`config.mk`:
```
export PLATFORM = sky130hd
export DESIGN_NAME = watchdog_sleep_wake_control
export DESIGN_NICKNAME = d
export VERILOG_FILES = /design/src/hdl/period_counter.v /design/src/hdl/watchdog_sleep_wake_control.v
export VERILOG_INCLUDE_DIRS = /design/src /design/src/hdl
export SDC_FILE = /design/constraint.sdc
export NUM_CORES = 1
export LEC_CHECK = 0
export BUFFER_PORTS_ARGS = -buffer_cell sky130_fd_sc_hd__buf_2
export CAP_MARGIN = 10
export CORE_MARGIN = 2
export CORE_UTILIZATION = 53
export DETAILED_ROUTE_END_ITERATION = 10
export GPL_TIMING_DRIVEN = 0
export PLACE_DENSITY = 0.81
export SLEW_MARGIN = 25
export SYNTH_ARGS = -nofsm -noshare
export SYNTH_HDL_FRONTEND = slang
export SYNTH_HIERARCHICAL = 1
export SYNTH_SLANG_ARGS = --single-unit
```
`constraint.sdc`:
```
create_clock -name CLK -period 1.88 [get_ports CLK]
set_input_delay 0.094 -clock CLK [delete_from_list [all_inputs] [get_ports CLK]]
set_output_delay 0.094 -clock CLK [all_outputs]
set_load 0.005 [all_outputs]
```
`src/hdl/wdt_sleep_defs.vh`:
```
// Register offsets, field positions, reset values and timing for the watchdog and sleep controller
`ifndef WDT_SLEEP_DEFS_VH
`define WDT_SLEEP_DEFS_VH

// Register indices; byte address is four times the index
`define IDX_STATUS        14'h0003
`define IDX_OPTION        14'h0081
`define IDX_ID_FIRST      14'h2000
`define IDX_ID_LAST       14'h2003
`define IDX_CONFIG        14'h2007

// Status fields
`define ST_SLEEPING       0
`define ST_WDT_RESET      1
`define ST_POWERDOWN_N    3
`define ST_TIMEOUT_N      4

// Option fields
`define OPT_PRESC_ASSIGN  3
`define OPT_PS_HI         2
`define OPT_PS_LO         0

// Configuration fields
`define CFG_PIN_RESET_EN  7
`define CFG_PROTECT_HI    6
`define CFG_PROTECT_LO    5
`define CFG_PWRUP_TMR_EN  4
`define CFG_WATCHDOG_EN   3
`define CFG_OSC_SELECT2   2

// Reset values
`define OPTION_RESET      8'hFF
`define CONFIG_RESET      8'hFF
`define ID_RESET          14'h3FFF

// Wake-up source bit positions
`define WK_EXT_EDGE       0
`define WK_PORT_CHANGE    1
`define WK_ADC_DONE       2

// Interrupt vector
`define INT_VECTOR        13'h0004

// Timing: clock rate, base watchdog period, start-up delay
`define CLK_HZ            20000000
`define WDT_BASE_MS       18
`define WDT_BASE_CYCLES   ((`CLK_HZ / 1000) * `WDT_BASE_MS)
`define OST_OSC_PERIODS   1024

`endif

```
`src/hdl/period_counter.v`:
```
// Free-running cycle counter that pulses once each time it reaches its limit
`timescale 1ns/1ps
module period_counter
#(
  parameter WIDTH = 20
)
(
  input  wire             clk,
  input  wire             rstn,
  input  wire             en,
  input  wire             clr,
  input  wire [WIDTH-1:0] limit,
  output reg              done
);

  reg  [WIDTH-1:0] cnt_q;
  wire             at_end;

  assign at_end = (cnt_q == limit - {{(WIDTH-1){1'b0}}, 1'b1});

  // Clear beats counting so a late clear never lets a stale count fire
  always @(posedge clk or negedge rstn)
  begin
    if (!rstn)
    begin
      cnt_q <= {WIDTH{1'b0}};
      done  <= 1'b0;
    end
    else if (clr || !en)
    begin
      cnt_q <= {WIDTH{1'b0}};
      done  <= 1'b0;
    end
    else if (at_end)
    begin
      cnt_q <= {WIDTH{1'b0}};
      done  <= 1'b1;
    end
    else
    begin
      cnt_q <= cnt_q + {{(WIDTH-1){1'b0}}, 1'b1};
      done  <= 1'b0;
    end
  end

endmodule

```
`src/hdl/watchdog_sleep_wake_control.v`:
```
// Watchdog, sleep entry and wake-up control with AHB-Lite register access
//
// Summary of operation
// - Without prescaler the watchdog times out after one 18 ms base period.
// - Software assigns the prescaler to the watchdog through the option register, up to 1:128.
// - Clear-watchdog and sleep clear the watchdog counter and its assigned prescaler.
// - A watchdog timeout clears the active-low timeout flag.
// - Timeout resets the device when running, wakes it and resumes when asleep.
// - Clearing the watchdog enable bit disables the watchdog for good.
// - Sleep entry clears watchdog, clears power-down flag, sets timeout flag, stops oscillator.
// - While asleep every pin keeps its drive state from before sleep.
// - Sleep ends on master clear, enabled watchdog timeout, or qualifying interrupt.
// - Master clear resets fully; every other wake resumes program execution.
// - Power-down flag sets at power-up and clears on sleep.
// - Only converter-done wakes among peripherals, and only on its own RC clock.
// - While sleep executes the next program word is prefetched.
// - An interrupt wakes only when individually enabled, regardless of global enable.
// - Global enable clear resumes after sleep; set runs next instruction then vectors 0004h.
// - A pending enabled interrupt makes sleep a no-operation with no flag effects.
// - An interrupt during or after sleep lets sleep complete, then wakes at once.
// - Crystal modes wait 1024 oscillator periods on watchdog or interrupt wake; RC modes skip this.
// - With code protection unprogrammed, program memory may be read for verification.
// - Identification words 2000h to 2003h are reachable only in program and verify mode.
`timescale 1ns/1ps
`include "wdt_sleep_defs.vh"
module watchdog_sleep_wake_control
#(
  parameter WDT_BASE_CYCLES = `WDT_BASE_CYCLES,
  parameter OST_CYCLES      = `OST_OSC_PERIODS,
  parameter CONFIG_INIT     = `CONFIG_RESET
)
(
  input  wire        CLK,
  input  wire        RSTN,
  input  wire        HSEL,
  input  wire [15:0] HADDR,
  input  wire [1:0]  HTRANS,
  input  wire        HWRITE,
  input  wire [2:0]  HSIZE,
  input  wire [31:0] HWDATA,
  input  wire        HREADY,
  output reg  [31:0] HRDATA,
  output reg         HREADYOUT,
  output reg         HRESP,
  input  wire        CLEAR_WATCHDOG_INSTRUCTION,
  input  wire        SLEEP_INSTRUCTION,
  input  wire [2:0]  WAKE_FLAGS,
  input  wire [2:0]  WAKE_ENABLES,
  input  wire        ADC_ON_RC_CLOCK,
  input  wire        GLOBAL_INTERRUPT_ENABLE,
  input  wire        MASTER_CLEAR_PIN_N,
  input  wire        PROGRAM_VERIFY_MODE,
  output reg         DEVICE_RESET,
  output reg         OSC_DRIVER_ON,
  output reg         IO_HOLD,
  output reg         PREFETCH_NEXT,
  output reg         RESUME,
  output reg         VECTOR_REQ,
  output reg  [12:0] VECTOR_ADDR,
  output reg         VERIFY_READ_OK,
  output reg         TIMEOUT_FLAG_N,
  output reg         POWERDOWN_FLAG_N
);

  localparam ST_RUN   = 2'd0;
  localparam ST_SLEEP = 2'd1;
  localparam ST_OST   = 2'd2;

  reg  [1:0]  state_q;
  reg  [7:0]  option_q;
  reg  [7:0]  config_q;
  reg  [13:0] id_mem [0:3];
  reg         wdt_rst_q;
  reg         vec_pend_q;
  reg         pinrst_s1_q;
  reg         pinrst_s2_q;
  reg         pinrst_prev_q;
  reg  [6:0]  presc_q;
  reg         rd_pend_q;
  reg         wr_pend_q;
  reg  [13:0] rd_idx_q;
  reg  [13:0] wr_idx_q;
  reg  [31:0] rd_data;
  wire        base_tick;
  wire        ost_done;
  wire        wdt_on;
  wire        presc_assign;
  wire [2:0]  ps;
  wire [6:0]  ps_mask;
  wire        wdt_timeout;
  wire        wdt_clear;
  wire [2:0]  qual_flags;
  wire        int_pending;
  wire        crystal_mode;
  wire        sleep_take;
  wire        pinrst_fall;
  wire        bus_take;
  wire [13:0] bus_idx;
  wire        id_hit_w;
  wire        id_hit_r;
  integer     k;

  // Pin synchroniser and falling-edge of the master clear pin
  always @(posedge CLK or negedge RSTN)
  begin
    if (!RSTN)
    begin
      pinrst_s1_q   <= 1'b1;
      pinrst_s2_q   <= 1'b1;
      pinrst_prev_q <= 1'b1;
    end
    else
    begin
      pinrst_s1_q   <= MASTER_CLEAR_PIN_N;
      pinrst_s2_q   <= pinrst_s1_q;
      pinrst_prev_q <= pinrst_s2_q;
    end
  end

  assign pinrst_fall = pinrst_prev_q && !pinrst_s2_q && config_q[`CFG_PIN_RESET_EN];

  // Watchdog configuration decode
  assign wdt_on       = config_q[`CFG_WATCHDOG_EN];
  assign presc_assign = option_q[`OPT_PRESC_ASSIGN];
  assign ps      = option_q[`OPT_PS_HI:`OPT_PS_LO];
  assign ps_mask = (7'h01 << ps) - 7'h01;

  // Wake sources: converter only counts when it runs on its own RC clock
  assign qual_flags   = WAKE_FLAGS &
                        {ADC_ON_RC_CLOCK, 1'b1, 1'b1};
  assign int_pending  = |(qual_flags & WAKE_ENABLES);
  assign crystal_mode = !config_q[`CFG_OSC_SELECT2];

  // Sleep with a pending enabled interrupt degenerates to a no-op
  assign sleep_take = SLEEP_INSTRUCTION && (state_q == ST_RUN) && !int_pending;
  assign wdt_clear  = CLEAR_WATCHDOG_INSTRUCTION || sleep_take;

  // Base period runs from its own divider, standing in for the watchdog oscillator
  period_counter
  #(
    .WIDTH (20)
  )
  u_base
  (
    .clk   (CLK),
    .rstn  (RSTN),
    .en    (wdt_on),
    .clr   (wdt_clear),
    .limit (WDT_BASE_CYCLES[19:0]),
    .done  (base_tick)
  );

  // Oscillator start-up delay, held cleared outside the start-up state
  period_counter
  #(
    .WIDTH (11)
  )
  u_ost
  (
    .clk   (CLK),
    .rstn  (RSTN),
    .en    (state_q == ST_OST),
    .clr   (1'b0),
    .limit (OST_CYCLES[10:0]),
    .done  (ost_done)
  );

  // Timeout on a base tick, or on the last tick of the assigned prescale count
  assign wdt_timeout = base_tick && wdt_on &&
                       (!presc_assign || ((presc_q & ps_mask) == ps_mask));

  // Prescaler; a shortened mask can match early, which is why software clears first
  always @(posedge CLK or negedge RSTN)
  begin
    if (!RSTN)
      presc_q <= 7'h00;
    else if ((wdt_clear && presc_assign) || wdt_timeout)
      presc_q <= 7'h00;
    else if (base_tick && presc_assign)
      presc_q <= presc_q + 7'h01;
  end

  // Sleep, wake and start-up sequencing
  always @(posedge CLK or negedge RSTN)
  begin
    if (!RSTN)
    begin
      state_q       <= ST_RUN;
      OSC_DRIVER_ON <= 1'b1;
      IO_HOLD       <= 1'b0;
      PREFETCH_NEXT <= 1'b0;
      RESUME        <= 1'b0;
      VECTOR_REQ    <= 1'b0;
      DEVICE_RESET  <= 1'b0;
      vec_pend_q    <= 1'b0;
      wdt_rst_q     <= 1'b0;
    end
    else
    begin
      PREFETCH_NEXT <= SLEEP_INSTRUCTION && (state_q == ST_RUN);
      RESUME        <= 1'b0;
      VECTOR_REQ    <= 1'b0;
      DEVICE_RESET  <= 1'b0;
      if (pinrst_fall)
      begin
        // Master clear is a full reset from any state
        state_q       <= ST_RUN;
        OSC_DRIVER_ON <= 1'b1;
        IO_HOLD       <= 1'b0;
        DEVICE_RESET  <= 1'b1;
        vec_pend_q    <= 1'b0;
        wdt_rst_q     <= 1'b0;
      end
      else
      begin
        case (state_q)
          ST_RUN:
          begin
            if (wdt_timeout)
            begin
              DEVICE_RESET <= 1'b1;
              wdt_rst_q    <= 1'b1;
            end
            else if (sleep_take)
            begin
              state_q       <= ST_SLEEP;
              OSC_DRIVER_ON <= 1'b0;
              IO_HOLD       <= 1'b1;
            end
          end
          ST_SLEEP:
          begin
            // Sleep took full effect the cycle before; an interrupt now just wakes
            if (int_pending || wdt_timeout)
            begin
              vec_pend_q    <= int_pending && !wdt_timeout &&
                               GLOBAL_INTERRUPT_ENABLE;
              OSC_DRIVER_ON <= 1'b1;
              state_q       <= ST_OST;
              if (!crystal_mode)
              begin
                state_q    <= ST_RUN;
                IO_HOLD    <= 1'b0;
                RESUME     <= 1'b1;
                VECTOR_REQ <= int_pending && !wdt_timeout &&
                              GLOBAL_INTERRUPT_ENABLE;
                vec_pend_q <= 1'b0;
              end
            end
          end
          ST_OST:
          begin
            if (ost_done)
            begin
              state_q    <= ST_RUN;
              IO_HOLD    <= 1'b0;
              RESUME     <= 1'b1;
              VECTOR_REQ <= vec_pend_q;
              vec_pend_q <= 1'b0;
            end
          end
          default:
          begin
            state_q <= ST_RUN;
          end
        endcase
      end
    end
  end

  // Status flags; a timeout wins over a sleep set of the same cycle
  always @(posedge CLK or negedge RSTN)
  begin
    if (!RSTN)
    begin
      TIMEOUT_FLAG_N   <= 1'b1;
      POWERDOWN_FLAG_N <= 1'b1;
    end
    else
    begin
      if (wdt_timeout)
        TIMEOUT_FLAG_N <= 1'b0;
      else if (sleep_take || CLEAR_WATCHDOG_INSTRUCTION)
        TIMEOUT_FLAG_N <= 1'b1;
      if (sleep_take)
        POWERDOWN_FLAG_N <= 1'b0;
      else if (CLEAR_WATCHDOG_INSTRUCTION)
        POWERDOWN_FLAG_N <= 1'b1;
    end
  end

  // Fixed vector and verify permission from the protection bits
  always @(posedge CLK or negedge RSTN)
  begin
    if (!RSTN)
    begin
      VECTOR_ADDR    <= 13'h0000;
      VERIFY_READ_OK <= 1'b0;
    end
    else
    begin
      VECTOR_ADDR    <= `INT_VECTOR;
      VERIFY_READ_OK <= config_q[`CFG_PROTECT_HI] && config_q[`CFG_PROTECT_LO];
    end
  end

  // Bus address phase decode; byte address is four times the index
  assign bus_take = HSEL && HREADY && HTRANS[1] && HREADYOUT;
  assign bus_idx  = HADDR[15:2];
  assign id_hit_w = (wr_idx_q >= `IDX_ID_FIRST) && (wr_idx_q <= `IDX_ID_LAST) &&
                    PROGRAM_VERIFY_MODE;
  assign id_hit_r = (rd_idx_q >= `IDX_ID_FIRST) && (rd_idx_q <= `IDX_ID_LAST) &&
                    PROGRAM_VERIFY_MODE;

  // Read mux; unmapped and locked locations read as zero
  always @*
  begin
    rd_data = 32'h00000000;
    if (rd_idx_q == `IDX_STATUS)
    begin
      rd_data[`ST_SLEEPING]  = IO_HOLD;
      rd_data[`ST_WDT_RESET] = wdt_rst_q;
      rd_data[`ST_POWERDOWN_N] = POWERDOWN_FLAG_N;
      rd_data[`ST_TIMEOUT_N]   = TIMEOUT_FLAG_N;
    end
    else if (rd_idx_q == `IDX_OPTION)
      rd_data[7:0] = option_q;
    else if (rd_idx_q == `IDX_CONFIG)
      rd_data[7:0] = config_q;
    else if (id_hit_r)
      rd_data[13:0] = id_mem[rd_idx_q[1:0]];
  end

  // Bus slave: writes land in the data phase, reads take one wait state
  always @(posedge CLK or negedge RSTN)
  begin
    if (!RSTN)
    begin
      HRDATA    <= 32'h00000000;
      HREADYOUT <= 1'b1;
      HRESP     <= 1'b0;
      rd_pend_q <= 1'b0;
      wr_pend_q <= 1'b0;
      rd_idx_q  <= 14'h0000;
      wr_idx_q  <= 14'h0000;
    end
    else
    begin
      HRESP     <= 1'b0;
      wr_pend_q <= 1'b0;
      if (rd_pend_q)
      begin
        HRDATA    <= rd_data;
        HREADYOUT <= 1'b1;
        rd_pend_q <= 1'b0;
      end
      else if (bus_take && !HWRITE)
      begin
        rd_idx_q  <= bus_idx;
        rd_pend_q <= 1'b1;
        HREADYOUT <= 1'b0;
      end
      else if (bus_take)
      begin
        wr_idx_q  <= bus_idx;
        wr_pend_q <= 1'b1;
      end
    end
  end

  // Software-writable registers; the enable fuse can only be cleared
  always @(posedge CLK or negedge RSTN)
  begin
    if (!RSTN)
    begin
      option_q <= `OPTION_RESET;
      config_q <= CONFIG_INIT[7:0];
      for (k = 0; k < 4; k = k + 1)
        id_mem[k] <= `ID_RESET;
    end
    else if (wr_pend_q)
    begin
      if (wr_idx_q == `IDX_OPTION)
        option_q <= HWDATA[7:0];
      else if (wr_idx_q == `IDX_CONFIG)
      begin
        config_q                <= HWDATA[7:0];
        config_q[`CFG_WATCHDOG_EN] <= config_q[`CFG_WATCHDOG_EN] & HWDATA[`CFG_WATCHDOG_EN];
      end
      else if (id_hit_w)
        id_mem[wr_idx_q[1:0]] <= HWDATA[13:0];
    end
  end

endmodule

```
=== Word level (Yosys, flattened, before mapping) ===
Index checks and enable logic that the tools add are counted.

* Output and inout bits: 56
* Memories: 0
* Logic and storage cells: 197
* Latch bits: 0
* Bits in registers: 174
* Bits in writable memories: 0
* Bits in read-only memories: 0
* Input bits: 70

* Div/mod/pow operators: 0
* Multiplexer cells: 75
* Reduce and logical (&&, ||, !) cells: 52
* Bitwise gates (word level): 10
* $lt $le $gt $ge: 7
* Shift-type cells: 1
* Multiply operators: 0
* Add/subtract/negate cells: 4
* Equal/unequal tests: 15

{| class="wikitable"
|+ Operators with widths
! cell !! number
|-
| 56-bit bitwise mux || 1
|-
| 14-bit 2-to-1 mux || 4
|-
| 1-bit 2-to-1 mux || 43
|-
| 20-bit 2-to-1 mux || 2
|-
| 14-bit binary-select mux with 2-bit select || 1
|-
| 14-bit demux with 2-bit select || 1
|-
| 14-bit equality test (second input constant) || 2
|-
| 14-bit by 8-bit equality test with 1-bit output (second input constant) || 2
|-
| 14-bit >= comparator (second input constant) || 2
|-
| 14-bit <= comparator (second input constant) || 2
|-
| 11-bit 2-to-1 mux || 2
|-
| 20-bit by 1-bit adder with 20-bit output (second input constant) || 1
|-
| 20-bit by 19-bit equality test with 1-bit output (second input constant) || 1
|-
| 1-bit logical AND || 20
|-
| 2-bit 2-to-1 mux || 8
|-
| 8-bit 2-to-1 mux || 2
|-
| 3-bit != test (second input constant) || 5
|-
| 14-bit by 2-bit equality test with 1-bit output (second input constant) || 1
|-
| 7-bit 2-to-1 mux || 2
|-
| 6-bit 2-to-1 mux || 2
|-
| 4-bit AND reduction || 3
|-
| 2-bit nonzero test || 6
|-
| 11-bit by 1-bit adder with 11-bit output (second input constant) || 1
|-
| 11-bit by 10-bit equality test with 1-bit output (second input constant) || 1
|-
| other kinds (26) || 49
|}

=== Longest topological paths before layout ===
* Depth in word-level cells: 13
* Gate-level depth with buffers: 10
* Depth with buffers taken out: 9

=== By module ===
The synthesis kept the hierarchy.

{| class="wikitable"
|+ Modules (own cells, without submodules)
! module !! cells an instance !! seq. area each (µm²) !! area each (µm²) !! times used
|-
| watchdog_sleep_wake_control || 460 || 3,627.2 || 6,488.7 || 1
|-
| period_counter (u_base) || 200 || 525.5 || 1,751.7 || 1
|-
| period_counter (u_ost) || 112 || 300.3 || 1,079.8 || 1
|}

=== Least setup slack after synthesis ===
No wires, ideal clock.

* Kind: register to register
* Start: reg wr_idx_q[12]
* End: reg id_mem[18] (netlist bit)
* Clock period less this slack: 1,977 ps
* Arrival: 1,895 ps
* Library setup time: 82 ps
* Setup slack: -97 ps
* Path buffers: 1
* Data required time: 1,798 ps
* Stages on the path, launching flop included: 8
* Cells stage by stage: dfrtp_1 > nor4b_1 > nand3_1 > nor2_2 > nand3_4 > nor3b_4 > buf_4 > mux2_2

* Word-level cells in the longest chain between the ends: 4
* Elaborated cells between the ends (all ways): 9
* Those cells by class: 2 x order compare; 2 x eq/ne; 2 x bitwise; 3 x reduce/logical

{| class="wikitable"
|+ Ends and longest elaborated chain
! element !! line !! text
|-
| start: declaration || watchdog_sleep_wake_control.v:82 || <nowiki>reg [13:0] wr_idx_q;</nowiki>
|-
| start signal: assignment || watchdog_sleep_wake_control.v:365 || <nowiki>wr_idx_q <= bus_idx;</nowiki>
|-
| 14-bit >= comparator (no line) / 14-bit <= comparator (equally long branches) || - ||
|-
| 1-bit logical AND (2 in series) || watchdog_sleep_wake_control.v:310 || <nowiki>assign id_hit_w = (wr_idx_q >= `IDX_ID_FIRST) && (wr_idx_q <= `IDX_ID_LAST) &&</nowiki>
|-
| 4-bit AND reduction (no line) * || - ||
|-
| end signal: indexed assignment || watchdog_sleep_wake_control.v:379 || <nowiki>id_mem[k] <= `ID_RESET;</nowiki>
|-
| end signal: indexed assignment || watchdog_sleep_wake_control.v:391 || <nowiki>id_mem[wr_idx_q[1:0]] <= HWDATA[13:0];</nowiki>
|-
| end: declaration || watchdog_sleep_wake_control.v:72 || <nowiki>reg [13:0] id_mem [0:3];</nowiki>
|}

Mark *: on every way between the ends. The rest lies on a longest branch, timed or not.
A chain may end at the register's enable or synchronous reset.

=== Worst setup path in the final report ===
* Start: reg wr_idx_q[5]
* End: reg id_mem[24] (netlist bit)

The elaborated chain is that of the path after synthesis.

==> results.toml <==
[sta]
rsz0062_at_grt = "true"
final.setup.tns_ps = -28220
finalSetupViolCount = 110
fin_crit_ps = 2270
slew_viol_final = 0
hold_viol_final = 0
finalClockSkew_ps = 10.58
timing.final.crit_share = 1.208
hold_ws_ps = 41.56
timing_worst_slew_pin_value_ps = 721.3
setup_ws_ps = -390.2
fmax_mhz = 440.5
slew-limit-headroom = 0.5169

[worst_setup_path]
critPathLaunchType = "flop"
r2r_start = "wr_idx_q[5]"
startpoint = "wr_idx_q[5]"
crit_family = "simple AND/OR/NAND/NOR gates"
crit_cells = 8
cp.arrival_ps = 2630
crit_path_end = "id_mem[24]"
max_stage_delay_ps = 440
end_kind = "flop"
cpMaxStageDelayCell = "dfrtp_1"
cp_max_fo = 5
path_cells = "nor4_4, nand3_2, nor2_4, nand3_4, nor3b_4, buf_6, buf_8, mux2_4"
crit_type = "reg2reg"
worstPathRequired_ps = 2240
r2r_cells = 8
r2r_end = "id_mem[24]"
r2r_setup_slack_ps = -390
crit_buf_inv = 2

[detailed_routing]
drt-vias-per-instance = 5.604
via_count = 7397
drc_errors = 0
drt-total-wl_um = 26040
drt.antenna.violating_nets = 0
avgRoutedWirePerCell_um = 19.72
drtPass1Iterations = 5
drt-initial-drc-count = 789

[min_path]
holdCritStartpoint = "HWDATA[3]"
hold_path_class = "in2reg"
hold_path_depth = 2

[place]
place_area_um2 = 10620
globalplace.congestion = 0.8199
dp_hpwl_um = 14290
port_buffers = 70

[clock_network]
tritoncts = "yes"
path_clk_slew_ps = 70
clockBufferDepth = 2
tritoncts.num_buffers = 17
cts_root_buf = "clkbuf_16"
clkLatencyLatePin_ps = 440
cts.sinks = 174
htree_num_levels = 4

[global_routing]
grt_pass1_wl_um = 36710
antenna_found_initial = 0
grt_max_degree = 95
grt.total_usage = 0.2577
globalRouteOverflowTotal = 0
grt_pass1_vias = 7150

[synthesis]
synth_cell_types = 81
seq_area_frac_synth = 0.4778
synth_seq_cells = 174
synth_ff_type = "dfrtp_1"
yosys_warnings = 6
syn_inst = 772
async_reset_ff_frac = 1.000
synth_edf_count = 0
syn_area_per_cell_um2 = 12.07
synth_area_um2 = 9320

[floorplan]
die_h_um = 136.6
core_um2 = 17240
die-area_um2 = 18660
start_util = 0.5407
die_x_um = 136.6
pin_count = 126
num_rows = 48

[cells_and_area]
final_area_um2 = 12470
mostFrequentLayoutCells = "conb_1, dfrtp_1, dfstp_2, buf_2, buf_4"
final_common_cell = "conb_1"
nets = 1160
drive_gt1_frac = 0.4301
antenna_cells = 0
area_growth_pct = 33.84

[power_and_ir_drop]
p_leak_nw = 5.379
powerDensity_nw_per_um2 = 871.2
peakVddDrop_v = 0.001094

[job]
maxCapViolCount = 0

[status]
status = "complete, but fails checks"
violations = "negative setup slack"
repair_timing:
item	4_1_cts	5_1_grt
cloned	3	2
gates resized for setup	87	55
hold buffers	31	0
setup endpoints to repair	138	140
hold endpoints to repair	132	0
pin swaps	30	28
buffers inserted	23	20
per-layer routing:
layer,global-route usage,share of wire,vias up
met2,0.4400,0.51,364
met5,0,0,-
met1,0.3192,0.38,3661
met3,0.04963,0.066,97
li1,-,-,3275
met4,0.1111,0.044,0
flip-flops by register name, indices dropped and copies added, names as in the netlist, 2 cells and up:
name          cells
id_mem           56
u_base/cnt_q     20
HRDATA           14
rd_idx_q         14
wr_idx_q         14
u_ost/cnt_q      11
config_q          8
option_q          8
presc_q           7
state_q           2
logic make-up (layout without fill, tap and decap cells):
logic type,after synthesis,count (layout),share of synthesized area
XOR/XNOR,76,76,0.07142
AO/OA/AOI/OAI,79,79,0.07786
AND/OR/NAND/NOR,231,232,0.1473
adder cells (fa/ha/maj),8,8,0.01074
other,2,150,0.0008058
buffers and inverters,80,254,0.05088
multiplexers,122,122,0.1632
flip-flops,174,174,0.4778
worst min-delay path by stage:
stage | slack (ps) | end
after detailed placement | 120 | HRDATA[6]
after global routing | 20 | config_q[3]
after CTS | 0.1 | id_mem[31]
after global placement | 200 | pinrst_s1_q
final | 40 | config_q[3]
after floorplan | -200 | DEVICE_RESET
synthesized netlist by cell type, types with 5 or more instances:
library cell / count / area (um2)
nor2b_1: 8 / 50.05
mux4_2: 14 / 315.3
dfstp_2: 79 / 2076
nand2_1: 34 / 127.6
nand3_1: 20 / 100.1
ha_1: 8 / 100.1
mux2i_1: 8 / 80.08
dfrtp_1: 95 / 2377
buf_4: 33 / 247.7
a221oi_1: 5 / 43.79
a32o_1: 6 / 60.06
nor2_1: 33 / 123.9
nor3_1: 37 / 185.2
xnor2_1: 34 / 297.8
a31oi_1: 7 / 43.79
a311oi_2: 10 / 150.1
clkbuf_1: 16 / 60.06
a21oi_1: 5 / 25.02
and3_1: 9 / 56.30
nand2b_1: 5 / 31.28
nor3b_1: 6 / 45.04
buf_2: 10 / 50.05
mux2_2: 100 / 1126
and2_1: 7 / 43.79
a222oi_1: 5 / 50.05
inv_1: 15 / 56.30
buf_6: 5 / 56.30
nand3b_1: 5 / 37.54
xor2_1: 42 / 367.9
nor4_1: 11 / 68.82
nand4_1: 14 / 87.58
layout make-up:
class | instances | area (um2)
plain buffers | 60 | 464.2
clock buffers | 19 | 442.9
clock inverters | 13 | 163.9
multi-input cells | 667 | 5494
well taps | 225 | 281.5
inverters | 16 | 60.06
fillers | 1043 | 4762
flip-flops and latches | 174 | 4454
repair buffers | 146 | 1114
power by group:
| group | total (mW) | leakage [nW] | switching, mW | internal, mW |
|---|---|---|---|---|
| Combinational | 2.36 | 3.02 | 1.18 | 1.18 |
| Sequential | 4.81 | 2.07 | 0.577 | 4.23 |
| Clock | 3.69 | 0.294 | 1.56 | 2.13 |
worst reg2reg max path, stage by stage, from the launching register on:
cell     delay, ps
dfrtp_1        440
nor4_4         360
nand3_2        210
nor2_4         190
nand3_4        130
nor3b_4        270
buf_6          160
buf_8          130
mux2_4         320
per-stage QoR:
step / power (mW) / setup WS [ps] / cells / util
after floorplan: 5.892 / -84.83 / 920 / -
final: 10.87 / -390.2 / 1320 / 0.7237
after CTS: 10.51 / -263.6 / 1301 / 0.7007
after detailed placement: 6.527 / -696.5 / 1216 / 0.6161
after global routing: 11.21 / -474.6 / 1320 / 0.7237
after global placement: 6.433 / -1871 / 1215 / 0.6140
Note: power is estimated with default switching activity, not from simulation.
